===== src/design/obc_pkg.sv =====
/*
 * Package for the option byte configuration decoder: option byte field
 * positions, factory values, decoded codes, register map and check flags.
 * Assumes one 125 MHz clock domain and a classic Wishbone register port.
 */
package obc_pkg;

   // Clock
   localparam int          CLK_HZ         = 125000000;

   // Option byte 0 layout
   localparam int          B0_AWU_CLK     = 7;
   localparam int          B0_RANGE_HI    = 6;
   localparam int          B0_RANGE_LO    = 4;
   localparam int          B0_RSV_HI      = 3;
   localparam int          B0_RSV_LO      = 2;
   localparam int          B0_ROM_PROT    = 1;
   localparam int          B0_EE_PROT     = 0;

   // Option byte 1 layout
   localparam int          B1_FACTOR      = 7;
   localparam int          B1_PLL_BYPASS  = 6;
   localparam int          B1_RSV         = 5;
   localparam int          B1_OSC         = 4;
   localparam int          B1_LVD_HI      = 3;
   localparam int          B1_LVD_LO      = 2;
   localparam int          B1_WDG_SW      = 1;
   localparam int          B1_WATCHDOG_RESET_ON_HALT    = 0;

   // Factory values of the option bytes
   localparam logic [7:0]  OPT0_DEFAULT   = 8'hfc;
   localparam logic [7:0]  OPT1_DEFAULT   = 8'hcf;

   // Values the reserved bits must hold
   localparam logic [1:0]  B0_RSV_VALUE   = 2'h3;
   localparam logic        B1_FACTOR_X8   = 1'h1;
   localparam logic        B1_RSV_VALUE   = 1'h0;

   // Source range codes
   localparam logic [2:0]  RANGE_LOW_POWER   = 3'h0;
   localparam logic [2:0]  RANGE_MED_POWER   = 3'h1;
   localparam logic [2:0]  RANGE_MED_SPEED   = 3'h2;
   localparam logic [2:0]  RANGE_HIGH_SPEED  = 3'h3;
   localparam logic [2:0]  RANGE_SLOW_XTAL   = 3'h4;
   localparam logic [2:0]  RANGE_EXT_CLOCK   = 3'h5;

   // Low voltage detector codes
   localparam logic [1:0]  LVD_OFF        = 2'h3;
   localparam logic [1:0]  LVD_HIGH       = 2'h2;

   // Register map (byte addresses)
   localparam int          ADDR_W         = 8;
   localparam logic [7:0]  REG_OPT0       = 8'h00;
   localparam logic [7:0]  REG_OPT1       = 8'h04;
   localparam logic [7:0]  REG_DECODED    = 8'h08;
   localparam logic [7:0]  REG_CTRL       = 8'h0c;
   localparam logic [7:0]  REG_CHECK      = 8'h10;

   // Control register
   localparam int          CTRL_SUPPLY_HIGH = 0;
   localparam logic        CTRL_RESET       = 1'h0;

   // Check flags
   localparam int          CHK_W          = 5;
   localparam int          CHK_AWU_OSC    = 0;
   localparam int          CHK_RSV0       = 1;
   localparam int          CHK_RSV1       = 2;
   localparam int          CHK_RANGE      = 3;
   localparam int          CHK_PLL        = 4;

   // Decoded register layout
   localparam int          DEC_RANGE_LO   = 0;
   localparam int          DEC_WAKE_CLK   = 3;
   localparam int          DEC_EXT_PIN    = 4;
   localparam int          DEC_RC_ON      = 5;
   localparam int          DEC_PLL_BYP    = 6;
   localparam int          DEC_LVD_EN     = 7;
   localparam int          DEC_LVD_LO     = 8;
   localparam int          DEC_WDG_HW     = 10;
   localparam int          DEC_WATCHDOG_RESET_ON_HALT   = 11;
   localparam int          DEC_ROM_PROT   = 12;
   localparam int          DEC_EE_PROT    = 13;
   localparam int          DEC_VALID      = 14;

   // Effective range: the slow crystal whenever the wakeup clock uses it
   function automatic logic [2:0] obc_eff_range(input logic [7:0] b0);
      if (!b0[B0_AWU_CLK]) begin
         return RANGE_SLOW_XTAL;
      end
      return b0[B0_RANGE_HI:B0_RANGE_LO];
   endfunction : obc_eff_range

endpackage : obc_pkg


===== src/design/obc_opt_store.sv =====
/*
 * Non-volatile option byte store, written only by the programming tool.
 * Assumes por_i pulses once at power-up to load the factory values; the
 * system reset leaves the store alone, as a real non-volatile cell would.
 */
`timescale 1ns/1ps
module obc_opt_store
   import obc_pkg::*;
(
   // Clock and power-on
   input  wire logic       clk_i,
   input  wire logic       por_i,
   // Programming port
   input  wire logic       prog_mode_i,
   input  wire logic       prog_we_i,
   input  wire logic       prog_sel_i,
   input  wire logic [7:0] prog_wdata_i,
   // Stored bytes
   output logic      [7:0] opt0_o,
   output logic      [7:0] opt1_o
);
   import obc_pkg::*;

   typedef struct packed {
      logic [7:0] byte0;
      logic [7:0] byte1;
   } obc_store_t;

   obc_store_t st;
   obc_store_t next_st;

   always_comb begin
      next_st = st;
      if (por_i) begin
         next_st.byte0 = OPT0_DEFAULT;
         next_st.byte1 = OPT1_DEFAULT;
      end else if (prog_mode_i && prog_we_i) begin
         if (prog_sel_i) begin
            next_st.byte1 = prog_wdata_i;
         end else begin
            next_st.byte0 = prog_wdata_i;
         end
      end
   end

   always_ff @(posedge clk_i) begin
      st <= next_st;
   end

   assign opt0_o = st.byte0;
   assign opt1_o = st.byte1;

endmodule : obc_opt_store


===== src/design/obc_combo_check.sv =====
/*
 * Combinational check of option byte values against the valid list.
 * Assumes the caller registers the result; the supply range comes from
 * software, since the decoder cannot measure the supply itself.
 */
`timescale 1ns/1ps
module obc_combo_check
   import obc_pkg::*;
(
   // Option bytes
   input  wire logic [7:0]       opt0_i,
   input  wire logic [7:0]       opt1_i,
   input  wire logic             supply_high_i,
   // Flags, one per violation
   output logic      [CHK_W-1:0] check_o
);
   import obc_pkg::*;

   logic [2:0] raw_range;
   logic       pll_on;

   always_comb begin
      raw_range = opt0_i[B0_RANGE_HI:B0_RANGE_LO];
      pll_on    = !opt1_i[B1_PLL_BYPASS];
      check_o   = '0;
      // Slow crystal wakeup needs the RC oscillator on
      check_o[CHK_AWU_OSC] = !opt0_i[B0_AWU_CLK] && opt1_i[B1_OSC];
      check_o[CHK_RSV0]    = opt0_i[B0_RSV_HI:B0_RSV_LO] != B0_RSV_VALUE;
      check_o[CHK_RSV1]    = opt1_i[B1_FACTOR] != B1_FACTOR_X8
                             || opt1_i[B1_RSV] != B1_RSV_VALUE;
      // Codes above external clock are reserved, only looked at when used
      check_o[CHK_RANGE]   = opt0_i[B0_AWU_CLK] && opt1_i[B1_OSC]
                             && raw_range > RANGE_EXT_CLOCK;
      // High supply: x8 factor only, even when bypassed; low supply: no x8 multiplier unless bypassed
      if (supply_high_i) begin
         check_o[CHK_PLL] = opt1_i[B1_FACTOR] != B1_FACTOR_X8;
      end else begin
         check_o[CHK_PLL] = pll_on && opt1_i[B1_FACTOR] == B1_FACTOR_X8;
      end
   end

endmodule : obc_combo_check


===== src/design/obc_decoder.sv =====
/*
 * Option byte configuration decoder: samples the two option bytes while
 * reset is held, decodes them into clock, supervisor, watchdog and
 * protection settings, checks the combination and shows it on Wishbone.
 * Assumes a synchronous active-high reset held at least one clock edge
 * and a classic Wishbone master; the programming tool drives prog_*.
 */
// Design decisions made here: the register offsets and the Wishbone slave port.
`timescale 1ns/1ps
module obc_decoder
   import obc_pkg::*;
(
   // Clock and resets
   input  wire logic              clk_i,
   input  wire logic              rst_i,
   input  wire logic              por_i,
   // Programming tool port
   input  wire logic              prog_mode_i,
   input  wire logic              prog_we_i,
   input  wire logic              prog_sel_i,
   input  wire logic [7:0]        prog_wdata_i,
   output logic      [7:0]        prog_rdata_o,
   // Wishbone slave
   input  wire logic              cyc_i,
   input  wire logic              stb_i,
   input  wire logic              we_i,
   input  wire logic [ADDR_W-1:0] adr_i,
   input  wire logic [3:0]        sel_i,
   input  wire logic [31:0]       dat_i,
   output logic      [31:0]       dat_o,
   output logic                   ack_o,
   // Decoded configuration
   output logic                   wakeup_clock_select_o,
   output logic                   slow_crystal_source_o,
   output logic      [2:0]        clock_source_range_o,
   output logic                   ext_clock_pin_o,
   output logic                   rc_osc_on_o,
   output logic                   pll_bypass_o,
   output logic                   lvd_enable_o,
   output logic      [1:0]        low_voltage_detect_level_o,
   output logic                   watchdog_hw_o,
   output logic                   watchdog_reset_on_halt_o,
   output logic                   rom_read_protect_o,
   output logic                   eeprom_read_protect_o,
   output logic                   config_valid_o,
   output logic      [CHK_W-1:0]  config_check_o
);
   import obc_pkg::*;

   typedef struct packed {
      logic [7:0]       opt0;
      logic [7:0]       opt1;
      logic             wake_clk;
      logic             slow_xtal;
      logic [2:0]       range;
      logic             ext_pin;
      logic             rc_on;
      logic             pll_byp;
      logic             lvd_en;
      logic [1:0]       lvd_lvl;
      logic             wdg_hw;
      logic             watchdog_reset_on_halt;
      logic             rom_prot;
      logic             ee_prot;
      logic             supply_high;
      logic [CHK_W-1:0] check;
      logic             valid;
      logic [7:0]       prog_rdata;
      logic             ack;
      logic [31:0]      rdata;
   } obc_state_t;

   obc_state_t       st;
   obc_state_t       next_st;
   logic [7:0]       nv_opt0;
   logic [7:0]       nv_opt1;
   logic [CHK_W-1:0] check_now;
   logic [31:0]      decoded_word;
   logic [2:0]       eff_range;

   obc_opt_store u_store (
      .clk_i        (clk_i),
      .por_i        (por_i),
      .prog_mode_i  (prog_mode_i),
      .prog_we_i    (prog_we_i),
      .prog_sel_i   (prog_sel_i),
      .prog_wdata_i (prog_wdata_i),
      .opt0_o       (nv_opt0),
      .opt1_o       (nv_opt1)
   );

   // Checks the held bytes, so it follows the supply setting live
   obc_combo_check u_check (
      .opt0_i        (st.opt0),
      .opt1_i        (st.opt1),
      .supply_high_i (st.supply_high),
      .check_o       (check_now)
   );

   always_comb begin
      decoded_word = '0;
      decoded_word[DEC_RANGE_LO +: 3]  = st.range;
      decoded_word[DEC_WAKE_CLK]       = st.wake_clk;
      decoded_word[DEC_EXT_PIN]        = st.ext_pin;
      decoded_word[DEC_RC_ON]          = st.rc_on;
      decoded_word[DEC_PLL_BYP]        = st.pll_byp;
      decoded_word[DEC_LVD_EN]         = st.lvd_en;
      decoded_word[DEC_LVD_LO +: 2]    = st.lvd_lvl;
      decoded_word[DEC_WDG_HW]         = st.wdg_hw;
      decoded_word[DEC_WATCHDOG_RESET_ON_HALT]       = st.watchdog_reset_on_halt;
      decoded_word[DEC_ROM_PROT]       = st.rom_prot;
      decoded_word[DEC_EE_PROT]        = st.ee_prot;
      decoded_word[DEC_VALID]          = st.valid;
   end

   always_comb begin
      next_st   = st;
      eff_range = obc_eff_range(nv_opt0);

      // Sampling: follows the store while reset is held, frozen after
      if (rst_i) begin
         next_st.opt0      = nv_opt0;
         next_st.opt1      = nv_opt1;
         next_st.wake_clk  = nv_opt0[B0_AWU_CLK];
         next_st.slow_xtal = !nv_opt0[B0_AWU_CLK];
         next_st.range     = eff_range;
         next_st.ext_pin   = nv_opt1[B1_OSC] && eff_range == RANGE_EXT_CLOCK;
         next_st.rc_on     = !nv_opt1[B1_OSC];
         next_st.pll_byp   = nv_opt1[B1_PLL_BYPASS];
         next_st.lvd_lvl   = nv_opt1[B1_LVD_HI:B1_LVD_LO];
         next_st.lvd_en    = nv_opt1[B1_LVD_HI:B1_LVD_LO] != LVD_OFF;
         next_st.wdg_hw    = !nv_opt1[B1_WDG_SW];
         next_st.watchdog_reset_on_halt  = nv_opt1[B1_WATCHDOG_RESET_ON_HALT];
         next_st.rom_prot  = nv_opt0[B0_ROM_PROT];
         next_st.ee_prot   = nv_opt0[B0_EE_PROT];
      end

      // Reported after one clock so that it is a plain register
      next_st.check = check_now;
      next_st.valid = check_now == '0;

      // Readback to the tool only in programming mode, else zero
      if (prog_mode_i) begin
         next_st.prog_rdata = prog_sel_i ? nv_opt1 : nv_opt0;
      end else begin
         next_st.prog_rdata = '0;
      end

      // Wishbone: answer one cycle after the strobe, drop the next cycle
      next_st.ack   = cyc_i && stb_i && !st.ack;
      next_st.rdata = '0;
      if (cyc_i && stb_i && !st.ack) begin
         // The raw bytes are the sampled copy; the store itself is unmapped
         case (adr_i)
            REG_OPT0: begin
               next_st.rdata = {24'h000000, st.opt0};
            end
            REG_OPT1: begin
               next_st.rdata = {24'h000000, st.opt1};
            end
            REG_DECODED: begin
               next_st.rdata = decoded_word;
            end
            REG_CTRL: begin
               next_st.rdata = {31'h00000000, st.supply_high};
            end
            REG_CHECK: begin
               next_st.rdata = {{(32 - CHK_W){1'b0}}, st.check};
            end
            default: begin
               next_st.rdata = '0;
            end
         endcase
      end

      // Write lands on the acknowledge edge, where the master takes the answer
      if (cyc_i && stb_i && we_i && st.ack && adr_i == REG_CTRL && sel_i[0]) begin
         next_st.supply_high = dat_i[CTRL_SUPPLY_HIGH];
      end

      // Control state that is not a sampled option
      if (rst_i) begin
         next_st.supply_high = CTRL_RESET;
         next_st.ack         = 1'b0;
         next_st.rdata       = '0;
         next_st.prog_rdata  = '0;
      end
   end

   always_ff @(posedge clk_i) begin
      st <= next_st;
   end

   assign prog_rdata_o               = st.prog_rdata;
   assign dat_o                      = st.rdata;
   assign ack_o                      = st.ack;
   assign wakeup_clock_select_o      = st.wake_clk;
   assign slow_crystal_source_o      = st.slow_xtal;
   assign clock_source_range_o       = st.range;
   assign ext_clock_pin_o            = st.ext_pin;
   assign rc_osc_on_o                = st.rc_on;
   assign pll_bypass_o               = st.pll_byp;
   assign lvd_enable_o               = st.lvd_en;
   assign low_voltage_detect_level_o = st.lvd_lvl;
   assign watchdog_hw_o              = st.wdg_hw;
   assign watchdog_reset_on_halt_o   = st.watchdog_reset_on_halt;
   assign rom_read_protect_o         = st.rom_prot;
   assign eeprom_read_protect_o      = st.ee_prot;
   assign config_valid_o             = st.valid;
   assign config_check_o             = st.check;

endmodule : obc_decoder


===== config.mk =====
export PLATFORM = sky130hd
export DESIGN_NAME = obc_decoder
export DESIGN_NICKNAME = d
export VERILOG_FILES = /design/src/design/obc_pkg.sv /design/src/design/obc_opt_store.sv /design/src/design/obc_combo_check.sv /design/src/design/obc_decoder.sv
export SDC_FILE = /design/constraint.sdc
export NUM_CORES = 1
export LEC_CHECK = 0
export BUFFER_PORTS_ARGS = -buffer_cell sky130_fd_sc_hd__buf_4
export CORE_MARGIN = 2
export CORE_UTILIZATION = 48
export CTS_CLUSTER_SIZE = 20
export DETAILED_ROUTE_END_ITERATION = 16
export GPL_TIMING_DRIVEN = 0
export PLACE_DENSITY_LB_ADDON = 0.2
export SYNTH_ARGS = -nofsm -noshare
export SYNTH_HDL_FRONTEND = slang
export SYNTH_SLANG_ARGS = --single-unit

===== constraint.sdc =====
create_clock -name clk_i -period 1.8 [get_ports clk_i]
set_clock_uncertainty 0.05 [all_clocks]
set_input_delay 0.09 -clock clk_i [delete_from_list [all_inputs] [get_ports clk_i]]
set_output_delay 0.09 -clock clk_i [all_outputs]
set_load 0.01 [all_outputs]

# Word-level counts from Yosys, hierarchy flattened
# Index checks and enable logic that the tools add are counted.
[totals]
reg_bits = 95
latch_bits = 0
ramBits = 0
mem_bits_ro = 0
input_bits = 61
out_inout_bits = 62
word_cells = 63
n_memories = 0
[op_classes]
n_addsub = 0
multipliers = 0
div = 0
n_lt_le_gt_ge = 1
eq_ne = 7
shifts = 0
n_mux = 4
n_bitwise = 4
reduce_logical = 25
[op_table]
columns = ["op", "count"]
rows = [
  ["case mux 15 bit (5 select lines)", 1],
  ["== test 8 x 4 -> 1 bit (second input constant)", 2],
  ["logical AND 1 bit", 12],
  ["== test 8 x 3 -> 1 bit (second input constant)", 1],
  ["== test 8 x 5 -> 1 bit (second input constant)", 1],
  ["logical NOT 8 bit", 1],
  ["2-to-1 mux 8 bit", 1],
  ["logical NOT 1 bit", 6],
  ["logical NOT 5 bit", 1],
  ["inequality test 2 bit (second input constant)", 2],
  ["NOT 1 bit", 4],
  ["AND reduction 2 bit", 2],
  ["OR reduction 2 bit", 2],
  ["== test 3 bit (second input constant)", 1],
  ["greater-than comparator 3 bit (second input constant)", 1],
  ["2-to-1 mux 3 bit", 1],
  ["logical OR 1 bit", 1],
  ["2-to-1 mux 1 bit", 1],
]

# Logic depth before layout (Yosys ltp)
# Gate-level depths: netlist (run 1).
[logic_depth]
depth_word = 5
ltp_mapped = 6
ltp_nobuf = 4

# Hierarchy
# Synthesis (run 1) repeated with hierarchy kept, for this count alone.
[hier_totals]
cells_unflattened = 272
hier_area_um2 = 3079.2
[modules_own_cells]
columns = ["mod", "n_inst", "cells_per_inst", "area_per_inst_um2"]
rows = [
  ["obc_decoder", 1, 198, 2368.5],
  ["obc_opt_store", 1, 68, 666.9],
  ["obc_combo_check", 1, 6, 43.8],
]

# Least setup slack after synthesis (run 1)
# OpenSTA, ideal clock, no wires.
[synth_path]
path_kind = "input to register"
from = "in adr_i[5]"
to = "reg st (netlist bit dat_o[11])"
setup_ns = 0.059
arrival_ns = 1.191
required_ns = 1.691
path_slack_ns = 0.500
cell_stages = 4
n_path_buf = 0
cell_sequence = "or3_4 nor4_4 and4b_1 and2_1"
[synth_via]
elab_chain_cells = 2
[synth_rtl]
columns = ["element", "line_no", "text"]
rows = [
  ["from (decl)", "obc_decoder.sv:27", "input wire logic [ADDR_W-1:0] adr_i,"],
  ["== test 8 x 5 -> 1 bit, or another cell as far along", "obc_decoder.sv:154", "case (adr_i)"],
  ["case mux 15 bit (5 select lines) *", "obc_decoder.sv:154", ""],
  ["to (signal assigned)", "obc_decoder.sv:191", "st <= next_st;"],
  ["to (decl)", "obc_decoder.sv:73", "obc_state_t st;"],
]
# Mark *: on every way between the ends. The rest lies on a longest branch, timed or not.
# A chain may end at the register's enable or synchronous reset.

==> results of run 1 <==
==> final timing paths <==
| check | to | cells after the start |
|---|---|---|
| worst max-delay path | u_store.opt1_o[1] | 4 |
| worst min-delay path | dat_o[0] | 4 |
| worst max register to register | u_store.opt1_o[1] | 4 |
| worst min register to register | dat_o[14] | 1 |
==> power by group <==
group | total [mW] | switching [mW] | internal, mW
clock | 1.29 | 0.604 | 0.683
sequential | 1.76 | 0.0414 | 1.72
combinational | 0.361 | 0.162 | 0.199
==> sequential cells by signal, indices dropped and copies added (netlist names), 3 cells and up <==
name,cells
prog_rdata_o,8
dat_o,15
u_store.opt0_o,8
u_store.opt1_o,8
config_check_o,5
st,17
clock_source_range_o,3
==> layout make-up <==
cell class	count	area share, %
plain buffers	58	10.2
clock buffers	10	3.42
clock inverters	6	1.65
inverters	3	0.280
multi-input cells	164	24.0
flip-flops and latches	71	41.3
well taps	75	2.33
repair buffers	85	16.8
==> synth_stat cells <==
master and count:
buf_4 50, dfxtp_1 47, nand2_1 38, edfxtp_1 24
nor2_1 21, mux2i_1 19, nand3b_1 12, and2_1 11
a21oi_1 8, o21ai_0 6, clkbuf_1 5, nand2b_1 4
a22oi_1 3, buf_2 3, inv_1 3, nand3_1 3
nor3_1 3, and2_0 2, and4b_1 2, nor2b_1 2
nor4_4 2, a211o_1 1, and3_1 1, and4_1 1
conb_1 1, nand4_1 1, nor3_4 1, nor3b_1 1
o22ai_1 1, or2_2 1, or3_1 1, or3_4 1
or4b_4 1
==> critical path: stages, from the launching register on <==
cell	delay, ps
dfxtp_1	340
inv_1	80
nor2_1	60
a211o_1	270
dlygate4sd3_1	550
==> logic make-up (layout without fill, tap and decap cells) <==
kind of cell	Yosys count	count (layout)	synth area share, %
buf+inv	61	162	14.1
simple gates	109	109	20.3
mux	19	19	6.36
other cells	1	17	0.125
compound gates	19	19	3.60
flops	71	71	55.6
==> metal layers <==
layer	vias to the layer above	routed length (um)	global-route usage, %
met5	-	0	0
met4	0	90	8.64
met3	9	290	4.47
met2	64	3090	30.9
met1	964	2530	20.4
li1	1103	-	-
==> metrics by stage <==
| step | instances | total power [mW] | area, um2 | worst slack (ps) | hold WS [ps] |
|---|---|---|---|---|---|
| floorplan | 296 | 1.98 | 3050 | 500 | 112 |
| global placement | 441 | 2.13 | 3670 | 175 | 255 |
| detailed placement | 441 | 2.13 | 3670 | 128 | 260 |
| CTS | 472 | 3.43 | 4020 | 374 | 34.8 |
| global route | 472 | 3.54 | 4020 | 311 | 51.7 |
| finish | 472 | 3.41 | 4020 | 345 | 53.0 |
==> timing repair <==
action,4_1_cts,5_1_grt
hold endpoints to repair,17,0
buffers inserted,0,0
hold buffers,15,0
==> flow_results.xml, run 1 <==
<?xml version="1.0" encoding="UTF-8"?>
<metrics>
  <group name="timing">
    <metric name="grt_setup_unrepaired" unit="">no</metric>
    <metric name="finalHoldViolCount" unit="">0</metric>
    <metric name="fin_tns_setup" unit="ps">0</metric>
    <metric name="max_freq" unit="MHz">687</metric>
    <metric name="finalWorstPathRequiredPeriod" unit="ps">1460</metric>
    <metric name="finalSetupViolations" unit="">0</metric>
    <metric name="fin_crit_sh" unit="%">80.9</metric>
    <metric name="slew_violations" unit="">0</metric>
  </group>
  <group name="layout">
    <metric name="postLayoutCoreUtil" unit="%">67.5</metric>
    <metric name="drive_gt1_share" unit="%">36.5</metric>
    <metric name="layout.cells.most_common" unit="">buf_4</metric>
    <metric name="regArea" unit="um2">1660</metric>
    <metric name="fillerInstances" unit="">498</metric>
    <metric name="most-common-layout-cells" unit="">120 x buf_4, 47 x dfxtp_1, 38 x nand2_1</metric>
    <metric name="antennaDiodeCount" unit="">0</metric>
    <metric name="nets" unit="">453</metric>
    <metric name="area_growth_syn_to_layout" unit="%">34.6</metric>
    <metric name="area_of_the_multi_input_gates" unit="um2">967</metric>
  </group>
  <group name="cts">
    <metric name="cts_inserted_buffers" unit="">9</metric>
    <metric name="cts.sink_count" unit="">71</metric>
    <metric name="cts.htree.levels" unit="">3</metric>
    <metric name="clk_pin_slew_worst_paths" unit="ps">80</metric>
    <metric name="clock_root_buffer" unit="">clkbuf_8</metric>
    <metric name="postCtsResizedCells" unit="">0</metric>
    <metric name="cts_buffer_depth" unit="">2</metric>
    <metric name="cts_tree" unit="">yes</metric>
    <metric name="clock_latency_at_the_later_pin_of_the_worst_skew_pair" unit="ps">340</metric>
  </group>
  <group name="synth">
    <metric name="syn_inst" unit="">280</metric>
    <metric name="synth_cell_types" unit="">33</metric>
    <metric name="synth.top_cell.area_share" unit="%">31.5</metric>
    <metric name="yosys_warnings" unit="">0</metric>
    <metric name="synth.top_cells.by_area" unit="">dfxtp_1 31%, edfxtp_1 24%, buf_4 13%</metric>
    <metric name="synth-seq-cells" unit="">71</metric>
    <metric name="post_synth_instance_area" unit="um2">2990</metric>
    <metric name="syn_area_per_cell" unit="um2">10.7</metric>
    <metric name="netlist.top_cell.by_area" unit="">dfxtp_1</metric>
    <metric name="synth-seq-area-share" unit="%">55.6</metric>
  </group>
  <group name="place">
    <metric name="port_buffers" unit="">70</metric>
    <metric name="dp.final_hpwl" unit="um">4330</metric>
    <metric name="finalWeightedCongestion" unit="">0.853</metric>
  </group>
  <group name="global_routing">
    <metric name="first_global_vias" unit="">2070</metric>
    <metric name="grt_remaining_overflow" unit="">0</metric>
    <metric name="pin_count_of_the_biggest_net_entering_global_routing" unit="">28</metric>
    <metric name="globalRouteTotalUtil" unit="%">17.8</metric>
    <metric name="grt_antenna_before_repair" unit="">0</metric>
    <metric name="wire_length_of_the_first_global_routing_pass" unit="um">9690</metric>
  </group>
  <group name="min_path">
    <metric name="timing.hold.worst.start" unit="">adr_i[6]</metric>
    <metric name="worstHoldPathType" unit="">in -&gt; reg</metric>
  </group>
  <group name="outcome">
    <metric name="outcome" unit="">finished, final reports clean</metric>
  </group>
  <group name="routing">
    <metric name="vias" unit="">2140</metric>
    <metric name="drt_first_iter_violations" unit="">52</metric>
    <metric name="vias_per_cell" unit="">4.53</metric>
    <metric name="route.antenna.remaining_nets" unit="">0</metric>
    <metric name="drc" unit="">0</metric>
    <metric name="detailedRoute.firstPassIterationCount" unit="">4</metric>
    <metric name="postRouteWirelength" unit="um">6000</metric>
    <metric name="routedWlPerCell" unit="um">12.7</metric>
  </group>
  <group name="setup_path">
    <metric name="timing.critical_path.arrival" unit="ps">1640</metric>
    <metric name="timing.reg2reg.setup_slack" unit="ps">340</metric>
    <metric name="worst-path-max-fanout" unit="">3</metric>
    <metric name="startpoint" unit="">u_store.opt1_o[1]</metric>
    <metric name="startpoint_class" unit="">flop</metric>
    <metric name="timing.setup.critical_path_class" unit="">reg -&gt; reg</metric>
    <metric name="r2r-start" unit="">u_store.opt1_o[1]</metric>
    <metric name="worstSetupEndpointType" unit="">flop</metric>
    <metric name="crit_required" unit="ps">1980</metric>
  </group>
  <group name="floorplanning">
    <metric name="die_w" unit="um">82.9</metric>
    <metric name="io-pin-count" unit="">123</metric>
    <metric name="start_util" unit="%">50.2</metric>
    <metric name="design.die.area" unit="um2">6870</metric>
    <metric name="placeableCoreArea" unit="um2">5960</metric>
    <metric name="floorplan.rows" unit="">28</metric>
    <metric name="die-height" unit="um">82.9</metric>
  </group>
  <group name="pwr">
    <metric name="pleak" unit="nW">1.83</metric>
    <metric name="vdd_drop_max" unit="mV">0.581</metric>
    <metric name="power-per-cell-area" unit="nW/um2">847</metric>
  </group>
  <group name="job">
    <metric name="max_cap_viol_count" unit="">0</metric>
  </group>
</metrics>
Power figures use the tool's default switching activity.
==> run 2: changes to the inputs <==
- ABC_AREA: unset -> 1
- clock period: 1.8 -> 1.52 ns (I/O delays scaled with it)
==> flow_results.xml, run 2 <==
<?xml version="1.0" encoding="UTF-8"?>
<metrics>
  <group name="routing">
    <metric name="route.antenna.remaining_nets" unit="">0</metric>
    <metric name="routedWlPerCell" unit="um">11.4</metric>
    <metric name="drc" unit="">0</metric>
    <metric name="vias_per_cell" unit="">4.45</metric>
    <metric name="postRouteWirelength" unit="um">6020</metric>
    <metric name="drt_first_iter_violations" unit="">120</metric>
    <metric name="vias" unit="">2353</metric>
    <metric name="detailedRoute.firstPassIterationCount" unit="">4</metric>
  </group>
  <group name="layout">
    <metric name="max_flop_register" unit="">st</metric>
    <metric name="regArea" unit="um2">1660</metric>
    <metric name="layoutNonFillerInstCount" unit="">529</metric>
    <metric name="fillerInstances" unit="">543</metric>
    <metric name="area_growth_syn_to_layout" unit="%">32.0</metric>
    <metric name="nets" unit="">509</metric>
    <metric name="layout.cells.most_common" unit="">buf_4</metric>
    <metric name="drive_gt1_share" unit="%">36.7</metric>
    <metric name="postLayoutCoreUtil" unit="%">64.9</metric>
    <metric name="antennaDiodeCount" unit="">0</metric>
    <metric name="largest_reg_flops" unit="">17</metric>
    <metric name="most-common-layout-cells" unit="">121 x buf_4, 56 x nand2_1, 47 x dfxtp_1</metric>
    <metric name="area_of_the_multi_input_gates" unit="um2">948</metric>
  </group>
  <group name="synth">
    <metric name="syn_inst" unit="">339</metric>
    <metric name="synth_compound_area_share" unit="%">4.29</metric>
    <metric name="synth-seq-area-share" unit="%">53.8</metric>
    <metric name="adder_and_majority_gate_portion_of_the_synthesized_area" unit="%">0</metric>
    <metric name="syn_area_per_cell" unit="um2">9.11</metric>
    <metric name="synth_ff_type" unit="">dfxtp_1</metric>
    <metric name="muxShareOfSynthArea" unit="%">0</metric>
    <metric name="async_flop_share" unit="%">0</metric>
    <metric name="netlist.top_cell.by_area" unit="">dfxtp_1</metric>
    <metric name="yosys-top-cells-count" unit="">56 x nand2_1, 50 x buf_4, 47 x dfxtp_1</metric>
    <metric name="synth.top_cells.by_area" unit="">dfxtp_1 30%, edfxtp_1 23%, buf_4 12%</metric>
    <metric name="synth_edf_count" unit="">24</metric>
    <metric name="synth.top_cell.area_share" unit="%">30.5</metric>
    <metric name="synth-simple-area-share" unit="%">24.4</metric>
    <metric name="xor_xnor_share_of_the_synthesized_area" unit="%">0</metric>
    <metric name="post-synth-top-count-cell" unit="">nand2_1</metric>
    <metric name="post_synth_instance_area" unit="um2">3090</metric>
    <metric name="yosys_warnings" unit="">0</metric>
    <metric name="largest_family_of_logic_cells_by_synthesized_area" unit="">simple AND/OR/NAND/NOR gates</metric>
    <metric name="synth_cell_types" unit="">25</metric>
    <metric name="synth-seq-cells" unit="">71</metric>
  </group>
  <group name="timing">
    <metric name="fin_crit_sh" unit="%">85.6</metric>
    <metric name="finalWorstPathRequiredPeriod" unit="ps">1300</metric>
    <metric name="max_freq" unit="MHz">769</metric>
    <metric name="finalSetupViolations" unit="">0</metric>
    <metric name="finalHoldViolCount" unit="">0</metric>
    <metric name="slew_violations" unit="">0</metric>
    <metric name="fin_tns_setup" unit="ps">0</metric>
    <metric name="grt_setup_unrepaired" unit="">no</metric>
  </group>
  <group name="setup_path">
    <metric name="timing.reg2reg.setup_slack" unit="ps">370</metric>
    <metric name="worst-path-max-fanout" unit="">2</metric>
    <metric name="timing.setup.critical_path_class" unit="">in -&gt; reg</metric>
    <metric name="startpoint_class" unit="">primary input</metric>
    <metric name="reg2regPathDepth" unit="">3</metric>
    <metric name="worstSetupEndpointType" unit="">flop</metric>
    <metric name="crit_required" unit="ps">1690</metric>
    <metric name="r2r-start" unit="">ack_o</metric>
    <metric name="timing.critical_path.arrival" unit="ps">1480</metric>
    <metric name="regToRegEndpoint" unit="">dat_o[5]</metric>
  </group>
  <group name="pwr">
    <metric name="power-per-cell-area" unit="nW/um2">966</metric>
    <metric name="vdd_drop_max" unit="mV">0.674</metric>
    <metric name="pleak" unit="nW">2.11</metric>
  </group>
  <group name="global_routing">
    <metric name="globalRouteTotalUtil" unit="%">18.0</metric>
    <metric name="grt_remaining_overflow" unit="">0</metric>
    <metric name="first_global_vias" unit="">2268</metric>
    <metric name="wire_length_of_the_first_global_routing_pass" unit="um">10100</metric>
    <metric name="pin_count_of_the_biggest_net_entering_global_routing" unit="">27</metric>
    <metric name="grt_antenna_before_repair" unit="">0</metric>
  </group>
  <group name="floorplanning">
    <metric name="die_w" unit="um">84.2</metric>
    <metric name="io-pin-count" unit="">123</metric>
    <metric name="placeableCoreArea" unit="um2">6280</metric>
    <metric name="start_util" unit="%">49.2</metric>
    <metric name="die-height" unit="um">84.2</metric>
    <metric name="floorplan.rows" unit="">29</metric>
    <metric name="design.die.area" unit="um2">7090</metric>
  </group>
  <group name="min_path">
    <metric name="whs_endpoint" unit="">prog_rdata_o[3]</metric>
    <metric name="hold-path-cell-count" unit="">4</metric>
    <metric name="timing.hold.worst.start" unit="">prog_sel_i</metric>
    <metric name="worstHoldPathType" unit="">in -&gt; reg</metric>
  </group>
  <group name="place">
    <metric name="port_buffers" unit="">71</metric>
    <metric name="dp.final_hpwl" unit="um">4620</metric>
    <metric name="dp_cells" unit="">503</metric>
    <metric name="finalWeightedCongestion" unit="">0.866</metric>
  </group>
  <group name="job">
    <metric name="max_cap_viol_count" unit="">0</metric>
  </group>
  <group name="cts">
    <metric name="postCtsResizedCells" unit="">0</metric>
    <metric name="clk_pin_slew_worst_paths" unit="ps">70</metric>
    <metric name="clock_latency_at_the_later_pin_of_the_worst_skew_pair" unit="ps">330</metric>
    <metric name="clock_root_buffer" unit="">clkbuf_8</metric>
    <metric name="cts_buffer_depth" unit="">2</metric>
    <metric name="cts.sink_count" unit="">71</metric>
    <metric name="cts_inserted_buffers" unit="">9</metric>
    <metric name="cts_tree" unit="">yes</metric>
    <metric name="cts.htree.levels" unit="">3</metric>
  </group>
  <group name="outcome">
    <metric name="outcome" unit="">finished, final reports clean</metric>
  </group>
</metrics>
## run 2: power by group
part           switching (mW)  total, mW  internal, mW
combinational           0.204      0.414         0.210
clock                   0.639       1.43         0.796
sequential             0.0483       2.09          2.04
total                   0.891       3.94          3.05
## run 2: worst max path at each step
| stage | start | endpoint | cells after the start | slack, ps |
|---|---|---|---|---|
| after floorplan | ack_o | dat_o[0] | 3 | 480 |
| after global placement | adr_i[5] | dat_o[4] | 8 | 350 |
| after detailed placement | adr_i[5] | dat_o[5] | 8 | 330 |
| after CTS | prog_wdata_i[1] | u_store.opt1_o[1] | 5 | 240 |
| after global routing | prog_sel_i | u_store.opt1_o[1] | 7 | 80 |
| final | prog_wdata_i[1] | u_store.opt1_o[1] | 5 | 220 |
## run 2: cell families after synthesis
group / after synthesis
AND/OR/NAND/NOR: 151
AO/OA/AOI/OAI: 23
buffers and inverters: 93
flip-flops: 71
other: 1
## run 2: metrics by stage
stage	cell area, um2	hold slack [ps]	setup WS [ps]	total power, mW
floorplan	3150	131	483	2.34
finish	4080	19.2	219	3.94
CTS	4080	13.2	238	3.95
global route	4080	27.0	84.8	4.10
detailed placement	3780	240	330	2.52
global placement	3780	236	355	2.51
## run 2: cell type report
type                       count  share of cell area, %
sequential                    71                   40.8
multi-input combinational    191                   23.3
timing repair buffer          82                   15.8
buffer                        52                   9.42
inverter                      41                   3.78
clock buffer                  12                   3.56
tap                           77                   2.36
clock inverter                 3                   1.07
## run 2: critical path, stage by stage
cell and delay (ps):
dlygate4sd3_1 540, buf_4 140, a21oi_1 130, dlygate4sd3_1 550, o21ai_1 50
## run 2: timing repair
item,4_1_cts,5_1_grt
setup buffers,0,0
endpoints found under the hold margin,17,0
hold buffers,11,0
## run 2: metal layers
layer / wire, um / vias to the layer above / track usage [%]
li1: - / 1231 / -
met1: 2490 / 1031 / 21.6
met2: 3050 / 80 / 31.1
met3: 353 / 11 / 3.93
met4: 116 / 0 / 7.77
met5: 0 / - / 0
==> run 3: changes to the inputs <==
--- a/config.mk
+++ b/config.mk
@@ -9,2 +9,3 @@
 export BUFFER_PORTS_ARGS = -buffer_cell sky130_fd_sc_hd__buf_4
+export CORE_ASPECT_RATIO = 1.75
 export CORE_MARGIN = 2
--- a/constraint.sdc
+++ b/constraint.sdc
@@ -4,2 +4,2 @@
 set_output_delay 0.076 -clock clk_i [all_outputs]
-set_load 0.01 [all_outputs]
+set_load 0.05 [all_outputs]
==> flow_results.xml, run 3 (synthesized netlist as in run 2, its figures left out) <==
<?xml version="1.0" encoding="UTF-8"?>
<metrics>
  <group name="outcome">
    <metric name="outcome" unit="">finished, final reports clean</metric>
  </group>
  <group name="layout">
    <metric name="nets" unit="">509</metric>
    <metric name="area_growth_syn_to_layout" unit="%">31.4</metric>
    <metric name="most-common-layout-cells" unit="">121 x buf_4, 56 x nand2_1, 47 x dfxtp_1</metric>
    <metric name="fillerInstances" unit="">554</metric>
    <metric name="layoutNonFillerInstCount" unit="">533</metric>
    <metric name="drive_gt1_share" unit="%">36.6</metric>
    <metric name="post-route-cell-area" unit="um2">4060</metric>
    <metric name="antennaDiodeCount" unit="">0</metric>
    <metric name="layout.cells.most_common" unit="">buf_4</metric>
    <metric name="largest_reg_flops" unit="">17</metric>
    <metric name="max_flop_register" unit="">st</metric>
    <metric name="postLayoutCoreUtil" unit="%">65.1</metric>
  </group>
  <group name="setup_path">
    <metric name="path_delay_family" unit="">buffers and inverters</metric>
    <metric name="startpoint_class" unit="">primary input</metric>
    <metric name="critical_path.n_buffers_inverters" unit="">4</metric>
    <metric name="timing.critical_path.arrival" unit="ps">1530</metric>
    <metric name="worst-path-max-fanout" unit="">10</metric>
    <metric name="crit_chain" unit="">buf_4 -&gt; buf_2 -&gt; nand3_2 -&gt; inv_2 -&gt; a21oi_1 -&gt; dlygate4sd3_1 -&gt; o21ai_1</metric>
    <metric name="timing.setup.critical_path_class" unit="">in -&gt; reg</metric>
    <metric name="worstSetupEndpointType" unit="">flop</metric>
    <metric name="startpoint" unit="">prog_sel_i</metric>
    <metric name="r2r-start" unit="">st[78]</metric>
    <metric name="timing.reg2reg.setup_slack" unit="ps">350</metric>
    <metric name="cp_slowest_stage_delay" unit="ps">550</metric>
    <metric name="critical-path-slowest-cell" unit="">dlygate4sd3_1</metric>
    <metric name="crit_required" unit="ps">1740</metric>
  </group>
  <group name="timing">
    <metric name="max_freq" unit="MHz">765</metric>
    <metric name="finalWorstPathRequiredPeriod" unit="ps">1310</metric>
    <metric name="hold_ws" unit="ps">35.5</metric>
    <metric name="finalSetupViolations" unit="">0</metric>
    <metric name="fin_tns_setup" unit="ps">0</metric>
    <metric name="finalHoldViolCount" unit="">0</metric>
    <metric name="fin_crit_sh" unit="%">86.0</metric>
    <metric name="grt_setup_unrepaired" unit="">no</metric>
    <metric name="slew_violations" unit="">0</metric>
    <metric name="timing.final.ws_setup" unit="ps">212</metric>
  </group>
  <group name="cts">
    <metric name="postCtsResizedCells" unit="">0</metric>
    <metric name="holdBufCountCts" unit="">11</metric>
    <metric name="cts.htree.levels" unit="">3</metric>
    <metric name="cts.sink_count" unit="">71</metric>
    <metric name="clk_pin_slew_worst_paths" unit="ps">70</metric>
    <metric name="post-cts-setup-buffer-count" unit="">0</metric>
    <metric name="cts_tree" unit="">yes</metric>
    <metric name="clock_root_buffer" unit="">clkbuf_8</metric>
    <metric name="cts_buffer_depth" unit="">2</metric>
    <metric name="cts_inserted_buffers" unit="">9</metric>
    <metric name="clock_latency_at_the_later_pin_of_the_worst_skew_pair" unit="ps">330</metric>
  </group>
  <group name="place">
    <metric name="area_of_placed_instances" unit="um2">3780</metric>
    <metric name="finalWeightedCongestion" unit="">0.867</metric>
    <metric name="port_buffers" unit="">71</metric>
    <metric name="place_ws" unit="ps">309</metric>
    <metric name="dp.final_hpwl" unit="um">4960</metric>
    <metric name="dp_cells" unit="">506</metric>
  </group>
  <group name="pwr">
    <metric name="p_seq_share" unit="%">52.8</metric>
    <metric name="totalPowerFinal" unit="mW">3.96</metric>
    <metric name="clock_power_share" unit="%">31.7</metric>
    <metric name="pleak" unit="nW">2.10</metric>
    <metric name="power_switching_share" unit="%">27.2</metric>
    <metric name="switchingPower" unit="mW">1.08</metric>
    <metric name="internal_power" unit="mW">2.88</metric>
    <metric name="vdd_drop_max" unit="mV">0.596</metric>
    <metric name="power-per-cell-area" unit="nW/um2">976</metric>
    <metric name="comb_power_share" unit="%">15.5</metric>
  </group>
  <group name="routing">
    <metric name="detailedRoute.firstPassIterationCount" unit="">4</metric>
    <metric name="vias_per_cell" unit="">4.59</metric>
    <metric name="vias" unit="">2444</metric>
    <metric name="routedWlPerCell" unit="um">11.7</metric>
    <metric name="drc" unit="">0</metric>
    <metric name="drt_first_iter_violations" unit="">65</metric>
    <metric name="postRouteWirelength" unit="um">6220</metric>
    <metric name="route.antenna.remaining_nets" unit="">0</metric>
  </group>
  <group name="floorplanning">
    <metric name="die-height" unit="um">110</metric>
    <metric name="design.die.area" unit="um2">7120</metric>
    <metric name="io-pin-count" unit="">123</metric>
    <metric name="die_w" unit="um">64.6</metric>
    <metric name="start_util" unit="%">49.6</metric>
    <metric name="floorplan.rows" unit="">38</metric>
    <metric name="placeableCoreArea" unit="um2">6230</metric>
  </group>
  <group name="global_routing">
    <metric name="grt_remaining_overflow" unit="">0</metric>
    <metric name="globalRouteTotalUtil" unit="%">18.4</metric>
    <metric name="wire_length_of_the_first_global_routing_pass" unit="um">9720</metric>
    <metric name="pin_count_of_the_biggest_net_entering_global_routing" unit="">27</metric>
    <metric name="first_global_vias" unit="">2257</metric>
    <metric name="grt_antenna_before_repair" unit="">0</metric>
  </group>
  <group name="min_path">
    <metric name="worstHoldPathType" unit="">in -&gt; reg</metric>
    <metric name="timing.hold.worst.start" unit="">prog_sel_i</metric>
  </group>
  <group name="job">
    <metric name="max_cap_viol_count" unit="">0</metric>
  </group>
</metrics>
[run 3: cell count changes in the layout (fill, tap and decap cells not counted)]
| cell | change |
|---|---|
| clkinvlp_4 | +1 |
| clkinv_2 | +1 |
| clkinv_4 | -1 |
| clkinv_1 | +1 |
| bufinv_16 | -1 |
[run 3: layer usage]
| metal | vias up | routed length, um | share of wire [%] | track usage [%] |
|---|---|---|---|---|
| met5 | - | 0 | 0 | 0 |
| met4 | 0 | 369 | 5.9 | 15.8 |
| met3 | 28 | 294 | 4.7 | 3.45 |
| met2 | 95 | 3430 | 55 | 34.1 |
| met1 | 1088 | 2130 | 34 | 16.8 |
| li1 | 1233 | - | - | - |
[run 3: area by class of cell]
type,count,area (um2),share of cell area [%]
timing repair buffer,82,643,15.8
inverter,41,154,3.79
tap,80,100,2.47
clock buffer,12,145,3.58
multi-input combinational,191,948,23.4
sequential,71,1660,40.9
clock inverter,4,21.3,0.524
buffer,52,384,9.47
[run 3: power by group through the flow]
| stage | sequential [mW] | combinational, mW | clock [mW] |
|---|---|---|---|
| finish | 2.09 | 0.614 | 1.26 |
| floorplan | 2.18 | 0.365 | 0 |
| global route | 2.10 | 0.653 | 1.38 |
| CTS | 2.09 | 0.616 | 1.30 |
| detailed placement | 2.13 | 0.592 | 0 |
| global placement | 2.13 | 0.587 | 0 |
[run 3: worst paths after layout]
kind	depth (start not counted)	endpoint
worst max register to register	3	config_valid_o
worst max-delay path	7	u_store.opt1_o[1]
worst min register to register	0	st[64]
worst min-delay path	4	prog_rdata_o[6]
[run 3: worst register-to-register path: stages, from the launching register on]
cell and delay (ps):
edfxtp_1 470, nand4_1 150, nand2_1 60, nor4_1 320
